File: src/logic/gain_cfg_defs.vh
/*
 gain control configuration constants: register offsets, reset values,
 field positions and soft-step timing counts.
 assumes the includer runs on one 100 MHz control clock.
*/
// What this block does
// - trigger threshold upper nibble, reset 0111b, -12..-102 dB
// - enhancer max gain lower nibble, reset 1011b
// - target level upper nibble, reset 1110b, -6..-36 dB
// - autogain max gain lower nibble, reset 0111b
// - autogain config at 0x70, reset 0xE7
// - mode 0 applies channel gain immediately
// - mode 1 reduced artifacts, no stepping
// - mode 2 steps 0.5 dB per 20 us
// - mode 3 steps 0.5 dB per 40 us
// - bit 5 writable reserved, bits 4-0 read zero
// - gain change config at 0x71, resets zero
// - select bit picks enhancer or autogain
`ifndef GAIN_CFG_DEFS_VH
`define GAIN_CFG_DEFS_VH

// ----------------------------------------
// register map
// ----------------------------------------
`define ADDR_ENHANCER_CFG 8'h6D
`define ADDR_AUTOGAIN_CFG 8'h70
`define ADDR_GAIN_CHANGE_CFG 8'h71
`define RST_ENHANCER_CFG 8'h7B
`define RST_AUTOGAIN_CFG 8'hE7
`define RST_GAIN_CHANGE_CFG 8'h00

// ----------------------------------------
// field positions
// ----------------------------------------
`define LEVEL_HI 7
`define LEVEL_LO 4
`define MAXG_HI 3
`define MAXG_LO 0
`define MODE_HI 7
`define MODE_LO 6
`define RSVD_BIT 5
`define GAIN_CHANGE_WMASK 8'hE0

// ----------------------------------------
// run-time gain change modes
// ----------------------------------------
`define MODE_IMMEDIATE 2'h0
`define MODE_REDUCED 2'h1
`define MODE_STEP_FAST 2'h2
`define MODE_STEP_SLOW 2'h3

// ----------------------------------------
// timing and gain ceilings (gain in 0.5 dB units)
// ----------------------------------------
`define CLK_PERIOD_NS 10
`define STEP_FAST_US 20
`define STEP_SLOW_US 40
`define STEP_FAST_CYC ((`STEP_FAST_US * 1000) / `CLK_PERIOD_NS)
`define STEP_SLOW_CYC ((`STEP_SLOW_US * 1000) / `CLK_PERIOD_NS)
`define CEIL_10K 7'h3C
`define CEIL_20K 7'h30

// ----------------------------------------
// control port
// ----------------------------------------
`define DEV_ADDR_DEFAULT 7'h2A

`endif

File: src/logic/gain_control_config_regs.v
/*
 gain control configuration registers behind the two-wire control
 port, with decoded dB settings and the run-time gain change stepper.
 assumes scl and sda come from pins; sda is open drain, pulled up
 outside; the remaining inputs come from logic on clk.
*/
`include "gain_cfg_defs.vh"

module gain_control_config_regs #(
	parameter [6:0] DEV_ADDR = `DEV_ADDR_DEFAULT
) (
	// clock and reset
	input wire clk,
	input wire srst,
	// two-wire control port
	input wire scl_in,
	input wire sda_in,
	output wire sda_out,
	output reg sda_oe,
	// signal-path control from neighbouring registers
	input wire compression_enable,
	input wire enhancer_or_autogain_select,
	input wire impedance_20k,
	input wire [6:0] channel_gain_req,
	input wire zero_cross,
	// register fields
	output wire [3:0] enhancer_trigger_level,
	output wire [3:0] enhancer_max_gain,
	output wire [3:0] autogain_target_level,
	output wire [3:0] autogain_max_gain,
	output wire [1:0] runtime_gain_change_mode,
	// decoded settings in dB, trigger and target signed, max gain unsigned
	output reg signed [7:0] trigger_db,
	output reg signed [7:0] target_db,
	output reg [7:0] active_max_gain_db,
	output reg range_enhancer_active,
	output reg automatic_gain_loop_active,
	// applied channel gain, 0.5 dB units
	output wire [6:0] applied_gain,
	output wire gain_ramping
);

	// ----------------------------------------
	// control port states
	// ----------------------------------------
	localparam [3:0] S_IDLE = 4'h0;
	localparam [3:0] S_ADDR = 4'h1;
	localparam [3:0] S_ADDR_ACK = 4'h2;
	localparam [3:0] S_PTR = 4'h3;
	localparam [3:0] S_PTR_ACK = 4'h4;
	localparam [3:0] S_WR = 4'h5;
	localparam [3:0] S_WR_ACK = 4'h6;
	localparam [3:0] S_RD = 4'h7;
	localparam [3:0] S_RD_ACK = 4'h8;

	// register storage
	reg [7:0] range_enhancer_cfg;
	reg [7:0] auto_gain_target_cfg;
	reg [2:0] gain_change_hi;
	// reset image of the gain change register, only bits 7-5 stored
	wire [7:0] gain_change_rst = `RST_GAIN_CHANGE_CFG;
	// pin synchronisers, stage one feeds stage two only
	reg scl_s1, scl_s2, scl_d;
	reg sda_s1, sda_s2, sda_d;
	// port engine
	reg [3:0] state;
	reg [3:0] bit_cnt;
	reg [7:0] shreg;
	reg [7:0] ptr;
	reg rw;
	reg nack;

	// edge and condition detection on synchronised pins
	wire scl_rise = scl_s2 & ~scl_d;
	wire scl_fall = ~scl_s2 & scl_d;
	wire start_cond = scl_s2 & scl_d & sda_d & ~sda_s2;
	wire stop_cond = scl_s2 & scl_d & ~sda_d & sda_s2;

	// the pin is only ever pulled low
	assign sda_out = 1'b0;

	// ----------------------------------------
	// functions
	// ----------------------------------------
	// register read mux, unmapped reads as zero
	function [7:0] read_reg;
		input [7:0] a;
		begin
			case (a)
			`ADDR_ENHANCER_CFG: read_reg = range_enhancer_cfg;
			`ADDR_AUTOGAIN_CFG: read_reg = auto_gain_target_cfg;
			`ADDR_GAIN_CHANGE_CFG: read_reg = {gain_change_hi, 5'h00};
			default: read_reg = 8'h00;
			endcase
		end
	endfunction

	// linear code to dB: base plus step per code
	function [7:0] lin_db;
		input [3:0] code;
		input [7:0] base;
		input [7:0] step;
		// full product, cut to eight bits on purpose
		reg [11:0] prod;
		begin
			prod = code * step;
			lin_db = base + prod[7:0];
		end
	endfunction

	// ----------------------------------------
	// pin synchronisers
	// ----------------------------------------
	always @(posedge clk) begin
		if (srst) begin
			scl_s1 <= 1'b1;
			scl_s2 <= 1'b1;
			scl_d <= 1'b1;
			sda_s1 <= 1'b1;
			sda_s2 <= 1'b1;
			sda_d <= 1'b1;
		end else begin
			scl_s1 <= scl_in;
			scl_s2 <= scl_s1;
			scl_d <= scl_s2;
			sda_s1 <= sda_in;
			sda_s2 <= sda_s1;
			sda_d <= sda_s2;
		end
	end

	// ----------------------------------------
	// control port engine and register writes
	// ----------------------------------------
	always @(posedge clk) begin
		if (srst) begin
			state <= S_IDLE;
			bit_cnt <= 4'h0;
			shreg <= 8'h00;
			ptr <= 8'h00;
			rw <= 1'b0;
			nack <= 1'b0;
			range_enhancer_cfg <= `RST_ENHANCER_CFG;
			auto_gain_target_cfg <= `RST_AUTOGAIN_CFG;
			gain_change_hi <= gain_change_rst[7:5];
		end else if (start_cond) begin
			// start or repeated start restarts addressing
			state <= S_ADDR;
			bit_cnt <= 4'h0;
		end else if (stop_cond) begin
			state <= S_IDLE;
		end else if (scl_rise) begin
			// sample on the rising clock
			case (state)
			S_ADDR, S_PTR, S_WR: begin
				shreg <= {shreg[6:0], sda_s2};
				bit_cnt <= bit_cnt + 4'h1;
			end
			S_RD: begin
				bit_cnt <= bit_cnt + 4'h1;
			end
			S_RD_ACK: begin
				// high means the master wants no more
				nack <= sda_s2;
			end
			default: begin
			end
			endcase
		end else if (scl_fall) begin
			// change state while the clock is low
			case (state)
			S_ADDR: begin
				if (bit_cnt == 4'h8) begin
					if (shreg[7:1] == DEV_ADDR) begin
						state <= S_ADDR_ACK;
						rw <= shreg[0];
					end else begin
						// not ours: stay off the bus until next start
						state <= S_IDLE;
					end
				end
			end
			S_ADDR_ACK: begin
				bit_cnt <= 4'h0;
				if (rw) begin
					state <= S_RD;
					shreg <= read_reg(ptr);
					ptr <= ptr + 8'h01;
				end else begin
					state <= S_PTR;
				end
			end
			S_PTR: begin
				if (bit_cnt == 4'h8) begin
					ptr <= shreg;
					state <= S_PTR_ACK;
				end
			end
			S_PTR_ACK, S_WR_ACK: begin
				bit_cnt <= 4'h0;
				state <= S_WR;
			end
			S_WR: begin
				if (bit_cnt == 4'h8) begin
					state <= S_WR_ACK;
					ptr <= ptr + 8'h01;
					// writes to unmapped offsets are acked and dropped
					case (ptr)
					`ADDR_ENHANCER_CFG: range_enhancer_cfg <= shreg;
					`ADDR_AUTOGAIN_CFG: auto_gain_target_cfg <= shreg;
					`ADDR_GAIN_CHANGE_CFG: gain_change_hi <= shreg[7:5];
					default: begin
					end
					endcase
				end
			end
			S_RD: begin
				if (bit_cnt == 4'h8) begin
					state <= S_RD_ACK;
				end else begin
					shreg <= {shreg[6:0], 1'b0};
				end
			end
			S_RD_ACK: begin
				bit_cnt <= 4'h0;
				if (nack) begin
					state <= S_IDLE;
				end else begin
					// sequential read continues at the next offset
					state <= S_RD;
					shreg <= read_reg(ptr);
					ptr <= ptr + 8'h01;
				end
			end
			default: begin
				state <= S_IDLE;
			end
			endcase
		end
	end

	// ----------------------------------------
	// sda drive, registered to avoid glitches
	// ----------------------------------------
	always @(posedge clk) begin
		if (srst) begin
			sda_oe <= 1'b0;
		end else begin
			case (state)
			S_ADDR_ACK, S_PTR_ACK, S_WR_ACK: sda_oe <= 1'b1;
			S_RD: sda_oe <= ~shreg[7];
			default: sda_oe <= 1'b0;
			endcase
		end
	end

	// ----------------------------------------
	// field outputs
	// ----------------------------------------
	// threshold upper nibble
	assign enhancer_trigger_level =
		range_enhancer_cfg[`LEVEL_HI:`LEVEL_LO];
	assign enhancer_max_gain = range_enhancer_cfg[`MAXG_HI:`MAXG_LO];
	assign autogain_target_level =
		auto_gain_target_cfg[`LEVEL_HI:`LEVEL_LO];
	assign autogain_max_gain = auto_gain_target_cfg[`MAXG_HI:`MAXG_LO];
	assign runtime_gain_change_mode = gain_change_hi[2:1];

	// ----------------------------------------
	// decoded settings
	// ----------------------------------------
	// reserved codes decode on the same line; software keeps clear of them
	always @(posedge clk) begin
		if (srst) begin
			trigger_db <= 8'sh00;
			target_db <= 8'sh00;
			active_max_gain_db <= 8'h00;
			range_enhancer_active <= 1'b0;
			automatic_gain_loop_active <= 1'b0;
		end else begin
			// 12 dB less 6 dB per code
			trigger_db <= -$signed(lin_db(enhancer_trigger_level,
				8'h0C, 8'h06));
			// 6 dB less 2 dB per code
			target_db <= -$signed(lin_db(autogain_target_level,
				8'h06, 8'h02));
			range_enhancer_active <= ~compression_enable &
				~enhancer_or_autogain_select;
			automatic_gain_loop_active <= ~compression_enable &
				enhancer_or_autogain_select;
			if (enhancer_or_autogain_select) begin
				// 3 dB per code from 3 dB
				active_max_gain_db <= lin_db(autogain_max_gain,
					8'h03, 8'h03);
			end else begin
				// 2 dB per code from 2 dB
				active_max_gain_db <= lin_db(enhancer_max_gain,
					8'h02, 8'h02);
			end
		end
	end

	// ----------------------------------------
	// run-time gain change
	// ----------------------------------------
	gain_stepper u_stepper (
		.clk(clk),
		.srst(srst),
		.mode(runtime_gain_change_mode),
		.impedance_20k(impedance_20k),
		.target_gain(channel_gain_req),
		.zero_cross(zero_cross),
		.applied_gain(applied_gain),
		.ramping(gain_ramping)
	);

endmodule // gain_control_config_regs

File: src/logic/gain_stepper.v
/*
 applies a requested channel gain according to the run-time gain
 change mode: at once, at a zero crossing, or ramped in half-dB steps.
 assumes target gain and zero_cross come from logic on the same clock.
*/
`include "gain_cfg_defs.vh"

module gain_stepper (
	// clock and reset
	input wire clk,
	input wire srst,
	// configuration
	input wire [1:0] mode,
	input wire impedance_20k,
	// requested gain, 0.5 dB units
	input wire [6:0] target_gain,
	input wire zero_cross,
	// applied gain
	output reg [6:0] applied_gain,
	output reg ramping
);

	// step timer, wide enough for the slow period
	reg [11:0] tick_cnt;
	// ramp ceiling per impedance mode
	wire [6:0] ceil = impedance_20k ? `CEIL_20K : `CEIL_10K;
	// clamped ramp goal
	wire [6:0] ramp_goal = (target_gain > ceil) ? ceil : target_gain;
	// step periods cut to the timer width; 4000 still fits 12 bits
	wire [31:0] slow_cyc = `STEP_SLOW_CYC;
	wire [31:0] fast_cyc = `STEP_FAST_CYC;
	// step period select
	wire [11:0] period = (mode == `MODE_STEP_SLOW) ?
		slow_cyc[11:0] : fast_cyc[11:0];

	// ----------------------------------------
	// gain update
	// ----------------------------------------
	always @(posedge clk) begin
		if (srst) begin
			applied_gain <= 7'h00;
			tick_cnt <= 12'h000;
			ramping <= 1'b0;
		end else begin
			case (mode)
			`MODE_IMMEDIATE: begin
				applied_gain <= target_gain;
				tick_cnt <= 12'h000;
				ramping <= 1'b0;
			end
			`MODE_REDUCED: begin
				// jump only at a zero crossing to hide the step
				if (zero_cross) begin
					applied_gain <= target_gain;
				end
				tick_cnt <= 12'h000;
				ramping <= 1'b0;
			end
			default: begin
				if (applied_gain == ramp_goal) begin
					tick_cnt <= 12'h000;
					ramping <= 1'b0;
				end else if (tick_cnt >= period - 12'h001) begin
					tick_cnt <= 12'h000;
					ramping <= 1'b1;
					// one 0.5 dB step toward the goal
					if (applied_gain < ramp_goal) begin
						applied_gain <= applied_gain + 7'h01;
					end else begin
						applied_gain <= applied_gain - 7'h01;
					end
				end else begin
					tick_cnt <= tick_cnt + 12'h001;
					ramping <= 1'b1;
				end
			end
			endcase
		end
	end

endmodule // gain_stepper

File: config.mk
export PLATFORM = sky130hd
export DESIGN_NAME = gain_control_config_regs
export DESIGN_NICKNAME = d
export VERILOG_FILES = /design/src/logic/gain_control_config_regs.v /design/src/logic/gain_stepper.v
export VERILOG_INCLUDE_DIRS = /design/src /design/src/logic
export SDC_FILE = /design/constraint.sdc
export NUM_CORES = 1
export LEC_CHECK = 0
export BUFFER_PORTS_ARGS = -buffer_cell sky130_fd_sc_hd__buf_2
export CAP_MARGIN = 25
export CORE_MARGIN = 10
export CORE_UTILIZATION = 35
export CTS_CLUSTER_DIAMETER = 50
export DETAILED_ROUTE_END_ITERATION = 7
export PLACE_DENSITY = 0.59
export SETUP_SLACK_MARGIN = 0.5
export SLEW_MARGIN = 10
export SYNTH_ARGS = -nofsm -noshare
export SYNTH_HDL_FRONTEND = slang
export SYNTH_SLANG_ARGS = --single-unit
File: constraint.sdc
create_clock -name clk -period 3.3 [get_ports clk]
set_input_delay 0.33 -clock clk [delete_from_list [all_inputs] [get_ports clk]]
set_output_delay 0.33 -clock clk [all_outputs]
set_load 0.01 [all_outputs]
* Word level (Yosys, flattened, before mapping)
Cells that the tools add are included.
** Word-level totals
- Output and inout port bits :: 54
- Register bits after elaboration :: 98
** Cells by class
- Mux-type cells :: 40
- Add/subtract/negate cells :: 12
- $lt $le $gt $ge :: 3
- $mul :: 2
- Bitwise logic cells :: 19
- Equal/unequal tests :: 34
- Reductions and logical operators :: 27
** Operators by type and width (number)
- 2-to-1 mux 8 bit :: 10
- case mux 8 bit (3 select lines) :: 2
- 2-to-1 mux 7 bit :: 6
- 2-to-1 mux 4 bit :: 9
- case mux 8 bit (4 select lines) :: 1
- case mux 4 bit (7 select lines) :: 1
- AND reduction 7 bit :: 4
- == test 8 x 7 -> 1 bit (second input constant) :: 3
- == test 4 x 3 -> 1 bit (second input constant) :: 4
- != test 2 bit (second input constant) :: 8
- != test 4 bit (second input constant) :: 4
- case mux 7 bit (2 select lines) :: 1
- adder 12 x 1 -> 12 bit (second input constant) :: 1
- greater-or-equal comparator 12 bit :: 1
- multiplier 4 x 2 -> 6 bit (second input constant) :: 2
- 2-to-1 mux 12 bit :: 1
- != test 3 bit (second input constant) :: 4
- AND reduction 6 bit :: 2
- OR reduction 3 bit :: 4
- subtractor 12 x 1 -> 12 bit (second input constant) :: 1
- inverter 1 bit :: 10
- bitwise AND 1 bit :: 9
- AND reduction 9 bit :: 1
- adder 4 x 7 -> 8 bit (first input constant) :: 1
- other kinds (34) :: 47

* Logic depth before layout (Yosys ltp)
Gate-level depths: netlist (run 1).
- Word-level depth :: 8
- Depth in mapped cells :: 17
- Depth with buffers taken out :: 17

* By module
From an unflattened synthesis (run 1), not the netlist that was laid out.
** Unflattened totals
- Cell total of the unflattened synthesis :: 617
- Area total of the unflattened synthesis :: 5408.9 um2
** By module, submodules not included
- gain_control_config_regs :: cells an instance 453, instances 1, area each 4017.6 um2
- gain_stepper :: cells an instance 164, instances 1, area each 1391.3 um2

* Least setup slack after synthesis (run 1)
Ideal clock, no wire load.
- Path type :: input-to-reg
- From :: input impedance_20k
- To :: register u_stepper.applied_gain[5]
- Setup time :: 0.091 ns
- Data required time :: 3.209 ns
- Path slack :: -0.187 ns
- Arrival time :: 3.396 ns
- Stages :: 16
- Buffers on the path :: 0
- Cells stage by stage :: ha_1 nor2b_1 o211ai_1 a31oi_1 nor2_1 mux2i_1 ha_1 a211o_1 a21oi_1 nand2_1 ha_1 a21oi_1 o21ai_0 a2111oi_0 a41oi_1 a311oi_1
** On the way
- Longest elaborated chain between the ends :: 8
- Elaborated cells between the ends (all ways) :: 11
** RTL lines
- start: declaration :: line gain_control_config_regs.v:23 : input wire impedance_20k,
- 2-to-1 mux 4 bit (no source line) *
- > comparator 7 bit :: line gain_stepper.v:28 : wire [6:0] ramp_goal = (target_gain > ceil) ? ceil : target_gain;
- 2-to-1 mux 7 bit * :: line gain_stepper.v:28
- < comparator 7 bit :: line gain_stepper.v:67 : if (applied_gain < ramp_goal) begin
- 2-to-1 mux 7 bit :: line gain_stepper.v:67
- 2-to-1 mux 7 bit :: line gain_stepper.v:63 : end else if (tick_cnt >= period - 12'h001) begin
- 2-to-1 mux 7 bit :: line gain_stepper.v:60 : if (applied_gain == ramp_goal) begin
- case mux 7 bit (2 select lines) :: line gain_stepper.v:45 : case (mode)
- end signal: assignment :: line gain_stepper.v:47 : applied_gain <= target_gain;
- end signal: assignment :: line gain_stepper.v:68 : applied_gain <= applied_gain + 7'h01;
- end signal: assignment :: line gain_stepper.v:70 : applied_gain <= applied_gain - 7'h01;
- end: declaration :: line gain_stepper.v:19 : output reg [6:0] applied_gain,
Every way passes the cells marked *; elsewhere a longest branch is shown, timed or not. The select of a mux whose other input is x is not followed.
A chain may end at the register's enable or synchronous reset.

* Worst setup path after layout (run 1)
- From :: input channel_gain_req[3]
- To :: register u_stepper.applied_gain[5]
** On the way
- Longest elaborated chain between the ends :: 7
- Elaborated cells between the ends (all ways) :: 10
** RTL lines
- start: declaration :: line gain_control_config_regs.v:24 : input wire [6:0] channel_gain_req,
- > comparator 7 bit :: line gain_stepper.v:28
- 2-to-1 mux 7 bit * :: line gain_stepper.v:28
- < comparator 7 bit :: line gain_stepper.v:67
- 2-to-1 mux 7 bit :: line gain_stepper.v:67
- 2-to-1 mux 7 bit :: line gain_stepper.v:63
- 2-to-1 mux 7 bit :: line gain_stepper.v:60
- case mux 7 bit (2 select lines) :: line gain_stepper.v:45
Marked as above.

==> flow_summary.yaml, run 1 <==
setup_path:
  cp_slowest_cell: "a2111oi_2"
  cp_max_fo: 6
  reg2reg_to: "u_stepper.applied_gain[5]"
  r2r_slack_ns: 0.66
  r2r_cells: 10
  worst_setup_path_end_kind: "register"
  worst_ep_required_time_ns: 3.55
  crit_path_cell_trace: "buf_8, ha_4, nor2b_1, o211ai_1, a31oi_1, nor2_2, mux2i_1, ha_1, a21oi_2, a21o_1, nand2_4, ha_4, a21oi_4, o21ai_2, a2111oi_2, a41oi_1, a311oi_1"
  crit_type: "in -> reg"
  arrival_ns: 3.34
  cpPeakStageDelay_ns: 0.30
  cp_top_family: "compound AO/OA/AOI/OAI gates"
  crit_path_frequent_cell: "ha_4"
  rr_startpoint: "u_stepper.applied_gain[4]"
  crit_buf_inv: 1
  critPathLaunchType: "input port"
sta:
  fin_setup_tns_ns: 0
  period_needed_ns: 3.09
  holdWs_ns: 0.147
  tightest_slew_ns: 0.656
  post-route-period-util: 0.936
  slew_violations: 0
  rsz0062_at_grt: "true"
  fmax_ghz: 0.324
  relSlewSlack: 0.562
  skew_ns: 0.00881
  hold_viol: 0
  setup_viol: 0
synth:
  synthesis.area_um2: 5320
  yosysWarnings: 0
  synthDistinctLibCells: 71
  synthAdderAreaFrac: 0.102
  synth_xor_xnor_area_share: 0.0510
  synth_edf_count: 0
  synth_compound_area_frac: 0.212
  synthCells: 623
  ys_seq_elements: 93
  avgSynthCellArea_um2: 8.55
  async_flop_share: 0
  synth-simple-area-share: 0.192
  synth.area.mux_share: 0.0362
  synth_top_family_by_area: "compound AO/OA/AOI/OAI gates"
  synth_top_flop_cell: "dfxtp_1"
  ys_seq_area_frac: 0.350
die:
  core-area_um2: 15000
  start_util: 0.354
  num_io_pins: 69
  dieHeight_um: 143
  die_x_um: 143
  dieArea_um2: 20500
  std_cell_rows: 45
global_routing:
  grt_pass1_vias: 4663
  busiest_layer: "met2"
  grt-ovfl-total: 0
  antenna_found_initial: 0
  grt_first_pass_wirelength_um: 22700
  grt_max_degree: 32
  use_met1: 0.164
  grt_use_met2: 0.220
  grtUsageMet3: 0.0330
  grt_use_total: 0.134
finish:
  most-common-layout-cells: "dfxtp_1 (93), nor2_1 (68), buf_2 (61)"
  fin_cells: 884
  drive_above_1_share: 0.194
  areaGrowthSynthToFinish_pct: 19.1
  layout_commonest_cell: "dfxtp_1"
  design_area_um2: 6340
  diodes: 0
  num-nets-final: 748
  fillers: 1479
placement:
  post-place-cells: 861
  gp_congestion: 0.885
  placedInstanceArea_um2: 5920
  dpl.hpwl_um: 10200
  portBuffers: 63
cts:
  cts_tree: "built"
  hold_buffers: 0
  cts_buffers: 9
  clkSlewWorstSetupHoldPaths_ns: 0.07
  cts_buffer_depth: 2
  htree_levels: 3
  clock_sinks: 93
  cts_root_buf: "clkbuf_16"
  clk_latency_ns: 0.35
detailed_routing:
  drc_errors: 0
  drtIter0Drc: 313
  first_pass_iters: 4
  wl_per_cell_um: 15.6
  dr_total_vias: 4764
  avgViaCountPerCell: 5.39
  wirelength_um: 13800
  antenna_left: 0
status:
  status: "finished, final reports clean"
pwr:
  cellPowerDensity_nw_per_um2: 397
  leakagePower_nw: 2.71
  peakVddDrop_mv: 0.251
hold_path:
  min_from: "compression_enable"
  min_path_cells: 2
  hold_end: "range_enhancer_active"
  worstHoldPathType: "in -> reg"
job:
  cap_violations: 0
-- layout make-up --
cell class                 count  area, µm²  area share
clock buffer                   9        225      0.0355
sequential                    93       1860       0.294
multi-input combinational    467       3290       0.519
timing repair buffer          88        527      0.0831
clock inverter                 7       81.3      0.0128
tap                          188        235      0.0371
inverter                      32        120      0.0189
-- logic make-up after synthesis --
kind of cell	Yosys count
muxes	19
and+or+nand+nor	208
buffers and inverters	67
adders and majority gates	42
xor gates and xnor gates	31
AOI/OAI and AO/OA	161
other	2
DFF	93
-- worst reg2reg max path, delay by kind of cell, from the launching register on --
kind | cells | cell delay, ns
AO/OA/AOI/OAI | 7 | 1.41
adder cells (fa/ha/maj) | 2 | 0.55
flip-flops | 1 | 0.44
AND/OR/NAND/NOR | 1 | 0.14
-- repair_timing --
action / in CTS / in global routing
pin swaps: 16 / 6
resized for setup: 13 / 2
setup endpoints to repair: 5 / 6
buffers inserted: 4 / 3
-- per-layer routing --
layer  wire length [µm]  up-vias
li1                   -     2368
met1               6150     2249
met2               6430      125
met3                929       22
met4                291        0
met5                  0        -
-- how the worst max path moves through the flow --
stage | end | from | slack (ns) | cells past startpoint
floorplan | u_stepper.applied_gain[5] | impedance_20k | 0.12 | 16
global placement | u_stepper.applied_gain[5] | impedance_20k | -0.1 | 17
detailed placement | u_stepper.applied_gain[5] | impedance_20k | -0.24 | 17
CTS | u_stepper.applied_gain[5] | channel_gain_req[3] | 0.21 | 17
global route | u_stepper.applied_gain[6] | channel_gain_req[3] | 0.04 | 17
finish | u_stepper.applied_gain[5] | channel_gain_req[3] | 0.21 | 17
-- state kept, by name, indices dropped and copies added, names as in the netlist --
signal                      count
sda_s2                          1
automatic_gain_loop_active      1
u_stepper.ramping               1
gain_change_hi                  3
active_max_gain_db              6
scl_d                           1
auto_gain_target_cfg            8
target_db                       6
trigger_db                      7
bit_cnt                         4
u_stepper.tick_cnt             12
ptr                             8
u_stepper.applied_gain          7
range_enhancer_active           1
sda_s1                          1
nack                            1
scl_s2                          1
rw                              1
sda_d                           1
state                           4
sda_oe                          1
shreg                           8
range_enhancer_cfg              8
scl_s1                          1
-- power breakdown --
group / internal (mW) / switching (mW)
clock: 0.598 / 0.481
sequential: 1.14 / 0.0218
combinational: 0.126 / 0.147
-- stage by stage --
| step | utilization | total power, mW | setup WS, ns |
|---|---|---|---|
| after global placement | 0.394 | 1.43 | -0.0953 |
| final | 0.422 | 2.52 | 0.210 |
| after detailed placement | 0.394 | 1.44 | -0.242 |
| after global routing | 0.422 | 2.62 | 0.0361 |
| after floorplan | - | 1.35 | 0.117 |
| after CTS | 0.420 | 2.54 | 0.207 |
-- Yosys cell counts, types with 6 or more instances --
cell	instances	share of area
nand3b_1	6	0.0085
o31ai_1	6	0.0085
clkbuf_1	15	0.011
a21oi_1	35	0.033
dfxtp_1	93	0.35
nand4_1	7	0.0082
ha_1	40	0.094
nor3_1	8	0.0075
nor2_1	69	0.049
xor2_1	13	0.021
a21o_1	6	0.0085
nand2_1	51	0.036
mux2i_1	17	0.032
xnor2_1	18	0.030
nor2b_1	8	0.0094
a31oi_1	8	0.0094
buf_4	9	0.013
a211oi_1	16	0.023
nand3_1	18	0.017
inv_1	32	0.023
o211ai_1	12	0.017
o21ai_0	22	0.021
or2_2	6	0.0071
buf_2	7	0.0066
and3_1	8	0.0094
Note: power is estimated with default switching activity, not from simulation.
==> inputs of run 2 (changes only) <==
--- a/config.mk
+++ b/config.mk
@@ -9,10 +9,10 @@
 export BUFFER_PORTS_ARGS = -buffer_cell sky130_fd_sc_hd__buf_2
 export CAP_MARGIN = 25
 export CORE_MARGIN = 10
-export CORE_UTILIZATION = 35
+export CORE_UTILIZATION = 43
 export CTS_CLUSTER_DIAMETER = 50
 export DETAILED_ROUTE_END_ITERATION = 7
-export PLACE_DENSITY = 0.59
+export PLACE_DENSITY = 0.69
 export SETUP_SLACK_MARGIN = 0.5
 export SLEW_MARGIN = 10
 export SYNTH_ARGS = -nofsm -noshare
==> run 2 against run 1 <==
Compared with the run above:
- total power rose by 1.5%
- wire length fell by 1.4%
- final cell count fell by 2.6%
- critical path depth did not move
- global-route usage rose by 1.8 points
- sequential share of layout area barely moved
- critical path type unchanged
==> flow_summary.yaml, run 2 (synthesized netlist as in run 1, its figures left out) <==
status:
  status: "finished, final reports clean"
sta:
  timing.final.ws_setup_ns: 0.225
  slew_violations: 0
  setup_viol: 0
  holdWs_ns: 0.144
  hold_viol: 0
  tightest_slew_ns: 0.628
  period_needed_ns: 3.07
  fmax_ghz: 0.325
  fin_setup_tns_ns: 0
  skew_ns: 0.00709
  post-route-period-util: 0.932
  relSlewSlack: 0.581
  rsz0062_at_grt: "true"
finish:
  layout_commonest_cell: "dfxtp_1"
  num-nets-final: 746
  areaGrowthSynthToFinish_pct: 19.2
  regMostFlops: "u_stepper.tick_cnt"
  drive_above_1_share: 0.193
  fin_cells: 861
  design_area_um2: 6340
  largest_reg_flops: 12
  diodes: 0
  most-common-layout-cells: "dfxtp_1 (93), nor2_1 (68), buf_2 (61)"
placement:
  placedInstanceArea_um2: 5900
  gp_congestion: 0.889
  portBuffers: 63
  dpl.hpwl_um: 9780
  post-place-cells: 841
  pre_cts_slack_ns: -0.255
setup_path:
  worst_setup_path_end_kind: "register"
  crit_type: "in -> reg"
  cp_max_fo: 6
  crit_buf_inv: 2
  worst_ep_required_time_ns: 3.55
  cp_slowest_cell: "ha_4"
  crit_path_frequent_cell: "ha_4"
  critPathLaunchType: "input port"
  crit_path_cell_trace: "buf_8, ha_4, nor2b_4, o211ai_1, a31oi_1, nor2_2, mux2i_1, ha_1, a21oi_2, a21o_1, nand2_4, ha_4, nand2_1, o21ai_2, buf_4, a41oi_1, a311oi_1"
  cp_top_family: "compound AO/OA/AOI/OAI gates"
  arrival_ns: 3.32
  cpPeakStageDelay_ns: 0.32
global_routing:
  grt_use_total: 0.152
  grt_use_met2: 0.252
  grt_pass1_vias: 4609
  grt-ovfl-total: 0
  busiest_layer: "met2"
  grtUsageMet3: 0.0469
  antenna_found_initial: 0
  grt_max_degree: 59
  grt_first_pass_wirelength_um: 22300
  use_met1: 0.182
pwr:
  seqPwrFrac: 0.456
  power_frac_comb: 0.110
  power_switching_share: 0.242
  p_sw_mw: 0.618
  leakagePower_nw: 2.70
  peakVddDrop_mv: 0.335
  p_int_mw: 1.94
  clock_power_share: 0.434
  cellPowerDensity_nw_per_um2: 403
job:
  cap_violations: 0
cts:
  cts_root_buf: "clkbuf_16"
  cts_buffers: 9
  hold_buffers: 0
  cts_buffer_depth: 2
  clock_sinks: 93
  htree_levels: 3
  clkSlewWorstSetupHoldPaths_ns: 0.07
  cts_tree: "built"
  clk_latency_ns: 0.35
hold_path:
  worstHoldPathType: "in -> reg"
detailed_routing:
  drtIter0Drc: 361
  first_pass_iters: 5
  wirelength_um: 13600
  avgViaCountPerCell: 5.55
  dr_total_vias: 4782
  antenna_left: 0
  drc_errors: 0
  wl_per_cell_um: 15.8
die:
  dieHeight_um: 131
  num_io_pins: 69
  dieArea_um2: 17200
  die_x_um: 131
  start_util: 0.441
  std_cell_rows: 40
  core-area_um2: 12100
[run 2: cell count changes in the layout (fill, tap and decap cells not counted), sizes merged]
| cell | previous run | this run |
|---|---|---|
| buf | 88 | 86 |
| bufinv | 1 | 2 |
| clkbuf | 9 | 10 |
| clkinv | 2 | 1 |
| inv | 35 | 33 |
[run 2: worst register-to-register path, stage by stage, from the launching register on]
cell	delay (ns)
dfxtp_1	0.46
ha_1	0.30
a211o_1	0.31
a21oi_2	0.20
nand2_4	0.14
ha_4	0.32
nand2_1	0.06
o21ai_2	0.22
buf_4	0.15
a41oi_1	0.12
a311oi_1	0.30
[run 2: cell type report]
class                      instances  area, µm²
fill                            1132       5720
sequential                        93       1860
tap                              168        210
clock inverter                     5       85.1
timing repair buffer              86        512
multi-input combinational        467       3330
inverter                          32        120
clock buffer                      10        229
[run 2: layer usage]
metal | wire [µm] | share of wire
met5 | 0 | 0
met4 | 175 | 0.013
met3 | 779 | 0.057
met2 | 6520 | 0.48
met1 | 6140 | 0.45
[run 2: what timing repair did]
| item | 4_1_cts | 5_1_grt |
|---|---|---|
| endpoints found under the setup margin | 5 | 6 |
| pin swaps | 11 | 7 |
| buffers inserted | 3 | 2 |
| resized for setup | 10 | 11 |
[run 2: path summary, 6_finish.rpt]
| kind | start | end | slack [ns] | depth (start not counted) |
|---|---|---|---|---|
| worst max-delay path | channel_gain_req[3] | u_stepper.applied_gain[5] | 0.23 | 17 |
| worst min-delay path | compression_enable | range_enhancer_active | 0.14 | 2 |
| worst max register to register | u_stepper.applied_gain[4] | u_stepper.applied_gain[5] | 0.60 | 10 |
| worst min register to register | scl_s1 | scl_s2 | 0.41 | 1 |
[run 2: per-stage QoR]
step	utilization	total power, mW
2_1_floorplan	-	1.35
3_3_place_gp	0.489	1.42
3_5_place_dp	0.489	1.44
4_1_cts	0.520	2.55
5_1_grt	0.526	2.65
6_report	0.526	2.55
[run 2: power groups by stage]
| stage | Clock, mW | Sequential [mW] | Combinational (mW) |
|---|---|---|---|
| 6_report | 1.11 | 1.16 | 0.280 |
| 5_1_grt | 1.17 | 1.17 | 0.308 |
| 2_1_floorplan | 0 | 1.19 | 0.165 |
| 3_5_place_dp | 0 | 1.19 | 0.247 |
| 3_3_place_gp | 0 | 1.19 | 0.235 |
| 4_1_cts | 1.13 | 1.16 | 0.260 |
==> inputs of run 3 (changes only) <==
--- a/config.mk
+++ b/config.mk
@@ -6,6 +6,7 @@
 export SDC_FILE = /design/constraint.sdc
 export NUM_CORES = 1
 export LEC_CHECK = 0
+export ABC_AREA = 1
 export BUFFER_PORTS_ARGS = -buffer_cell sky130_fd_sc_hd__buf_2
 export CAP_MARGIN = 25
 export CORE_MARGIN = 10
==> run 3 against run 2 <==
Compared with the run above:
- hold slack hardly changed
- clock-buffer cell count decreased by 1
- global-route usage down 0.24 points
- largest cell class unchanged
- sequential share of layout area is 0.093 points higher
- via count grew 1.4%
- first-iteration DRC count decreased by 30%
- wire length down 5.6%
- area after synthesis is 0.14% higher
==> flow_summary.yaml, run 3 <==
synth:
  synthDistinctLibCells: 44
  synthesis.area_um2: 5330
  synthCells: 746
  ys_seq_area_frac: 0.349
  ys_seq_elements: 93
  synth.area.top_cells: "dfxtp_1 (35%), nand2_1 (11%), ha_1 (9.4%), inv_1 (6.6%), a21oi_1 (5.4%)"
  synth_top_cell_by_area: "dfxtp_1"
  synthDominantCellAreaShare: 0.349
  synth_most_common_cell: "nand2_1"
  yosysWarnings: 0
  async_flop_share: 0
  avgSynthCellArea_um2: 7.15
  synth_top_flop_cell: "dfxtp_1"
  synth_edf_count: 0
  synth_common_cells: "nand2_1 (161), inv_1 (94), dfxtp_1 (93)"
cts:
  clkSlewWorstSetupHoldPaths_ns: 0.07
  hold_buffers: 0
  htree_levels: 3
  cts_tree: "built"
  cts_buffers: 9
  clock_sinks: 93
  clk_latency_ns: 0.35
  cts_root_buf: "clkbuf_16"
  cts_buffer_depth: 2
detailed_routing:
  dr_total_vias: 4849
  wl_per_cell_um: 13.1
  wl_met1_um: 5990
  antenna_left: 0
  drc_errors: 0
  top_layer: "met4"
  drtIter0Drc: 252
  wirelength_um: 12900
  dr_wl_met3_um: 736
  first_pass_iters: 4
  dr_wl_met2_um: 5990
  avgViaCountPerCell: 4.93
sta:
  tightest_slew_ns: 0.534
  relSlewSlack: 0.644
  fin_setup_tns_ns: 0
  period_needed_ns: 2.81
  skew_ns: 0.0125
  hold_viol: 0
  holdWs_ns: 0.144
  slew_violations: 0
  setup_viol: 0
  post-route-period-util: 0.850
  rsz0062_at_grt: "true"
  fmax_ghz: 0.356
status:
  status: "finished, final reports clean"
job:
  cap_violations: 0
global_routing:
  grt_max_degree: 51
  antenna_found_initial: 0
  grt_use_total: 0.149
  grt_pass1_vias: 4650
  grt-ovfl-total: 0
  grt_first_pass_wirelength_um: 22100
finish:
  design_area_um2: 6320
  diodes: 0
  most-common-layout-cells: "nand2_1 (153), dfxtp_1 (93), inv_1 (92)"
  largest_reg_flops: 12
  regMostFlops: "u_stepper.tick_cnt"
  num-nets-final: 868
  fin_cells: 984
  drive_above_1_share: 0.202
  layout_commonest_cell: "nand2_1"
  areaGrowthSynthToFinish_pct: 18.6
die:
  dieHeight_um: 131
  std_cell_rows: 40
  start_util: 0.442
  dieArea_um2: 17300
  core-area_um2: 12100
  num_io_pins: 69
  die_x_um: 131
placement:
  placedInstanceArea_um2: 5850
  gp_congestion: 0.856
  post-place-cells: 961
  portBuffers: 63
  dpl.hpwl_um: 9290
pwr:
  power_frac_comb: 0.101
  p_sw_mw: 0.636
  power_mw: 2.40
  leakagePower_nw: 3.06
  cellPowerDensity_nw_per_um2: 379
  peakVddDrop_mv: 0.234
  clock_power_share: 0.415
  p_int_mw: 1.76
  power_switching_share: 0.265
  seqPwrFrac: 0.484
setup_path:
  arrival_ns: 3.09
  cp_max_fo: 7
  worst_setup_path_end_kind: "register"
  worstSetupPathDepth: 22
  crit_buf_inv: 2
  worst_ep_required_time_ns: 3.58
  crit_path_frequent_cell: "nand2_1"
  crit_path_cell_trace: "buf_8, ha_4, inv_2, nor2_2, o2111ai_2, nand2_2, nand2_2, o21ai_2, ha_1, a21oi_2, nand2_1, nand2_2, nand2_8, ha_4, nand2_4, o21ai_4, nand2_1, nand2_1, nand3_1, nand3_1, nand2_1, a21oi_2"
  cp_slowest_cell: "ha_1"
  cp_top_family: "simple AND/OR/NAND/NOR gates"
  cpPeakStageDelay_ns: 0.34
  critPathLaunchType: "input port"
  crit_type: "in -> reg"
  r2r_cells: 14
hold_path:
  min_path_cells: 2
  worstHoldPathType: "in -> reg"
[run 3: changes by cell type after synthesis, sizes merged, moves of 11 or more]
cell,change
nor2,+11
xnor2,-11
o21ai,+27
mux2i,-17
inv,+68
nand3,+35
a211oi,-15
nand2,+117
a21oi,+23
[run 3: final cells by class]
| cell class | instances | area [µm²] |
|---|---|---|
| Fill cell | 1194 | 5740 |
| Timing Repair Buffer | 73 | 413 |
| Inverter | 101 | 382 |
| Clock inverter | 7 | 57.6 |
| Sequential cell | 93 | 1860 |
| Clock buffer | 9 | 225 |
| Multi-Input combinational cell | 533 | 3170 |
| Tap cell | 168 | 210 |
[run 3: metrics by stage]
stage / setup slack (ns) / utilization
2_1_floorplan: 0.444 / -
3_3_place_gp: 0.133 / 0.485
3_5_place_dp: 0.0955 / 0.485
4_1_cts: 0.503 / 0.510
5_1_grt: 0.317 / 0.524
6_report: 0.495 / 0.524
[run 3: logic make-up (layout without fill, tap and decap cells)]
| family | after synthesis | after routing | share of synthesized area |
|---|---|---|---|
| and+or+nand+nor | 332 | 332 | 0.282 |
| AOI/OAI and AO/OA | 138 | 138 | 0.144 |
| buffers and inverters | 124 | 190 | 0.0974 |
| DFF | 93 | 93 | 0.349 |
| adders and majority gates | 42 | 42 | 0.101 |
| xor gates and xnor gates | 15 | 15 | 0.0246 |
| other | 2 | 6 | 0.00141 |
[run 3: timing repair]
action                                  4_1_cts  5_1_grt
pin swaps                                     6       12
setup buffers                                 3        4
endpoints found under the setup margin        2        6
resized for setup                             0       35
[run 3: layer usage]
layer  GRT usage  vias to the layer above
met5           0                        -
li1            -                     2542
met4      0.0501                        0
met1       0.187                     2205
met2       0.237                       93
met3      0.0457                        9
[run 3: worst paths after layout]
check | slack (ns) | endpoint | startpoint
worst max-delay path | 0.49 | u_stepper.applied_gain[6] | impedance_20k
worst min-delay path | 0.14 | range_enhancer_active | compression_enable
worst min register to register | 0.42 | sda_s2 | sda_s1
worst max register to register | 0.93 | u_stepper.applied_gain[6] | u_stepper.applied_gain[4]
[run 3: worst reg2reg max path, cell delays in order, from the launching register on]
cell and delay, ns:
dfxtp_1 0.50, ha_4 0.26, nand2_2 0.06, nand2_2 0.06, a21oi_4 0.23, nand2_8 0.12, ha_4 0.34, nand2_4 0.07
o21ai_4 0.16, nand2_1 0.08, nand2_1 0.07, nand3_1 0.07, nand3_1 0.07, nand2_1 0.08, a21oi_2 0.14
[run 3: power groups by stage]
| stage | Combinational (mW) | Clock, mW | Sequential, mW |
|---|---|---|---|
| after floorplan | 0.147 | 0 | 1.19 |
| after global placement | 0.204 | 0 | 1.19 |
| after detailed placement | 0.206 | 0 | 1.19 |
| after CTS | 0.211 | 1.02 | 1.16 |
| after global routing | 0.272 | 1.07 | 1.16 |
| final | 0.243 | 0.995 | 1.16 |
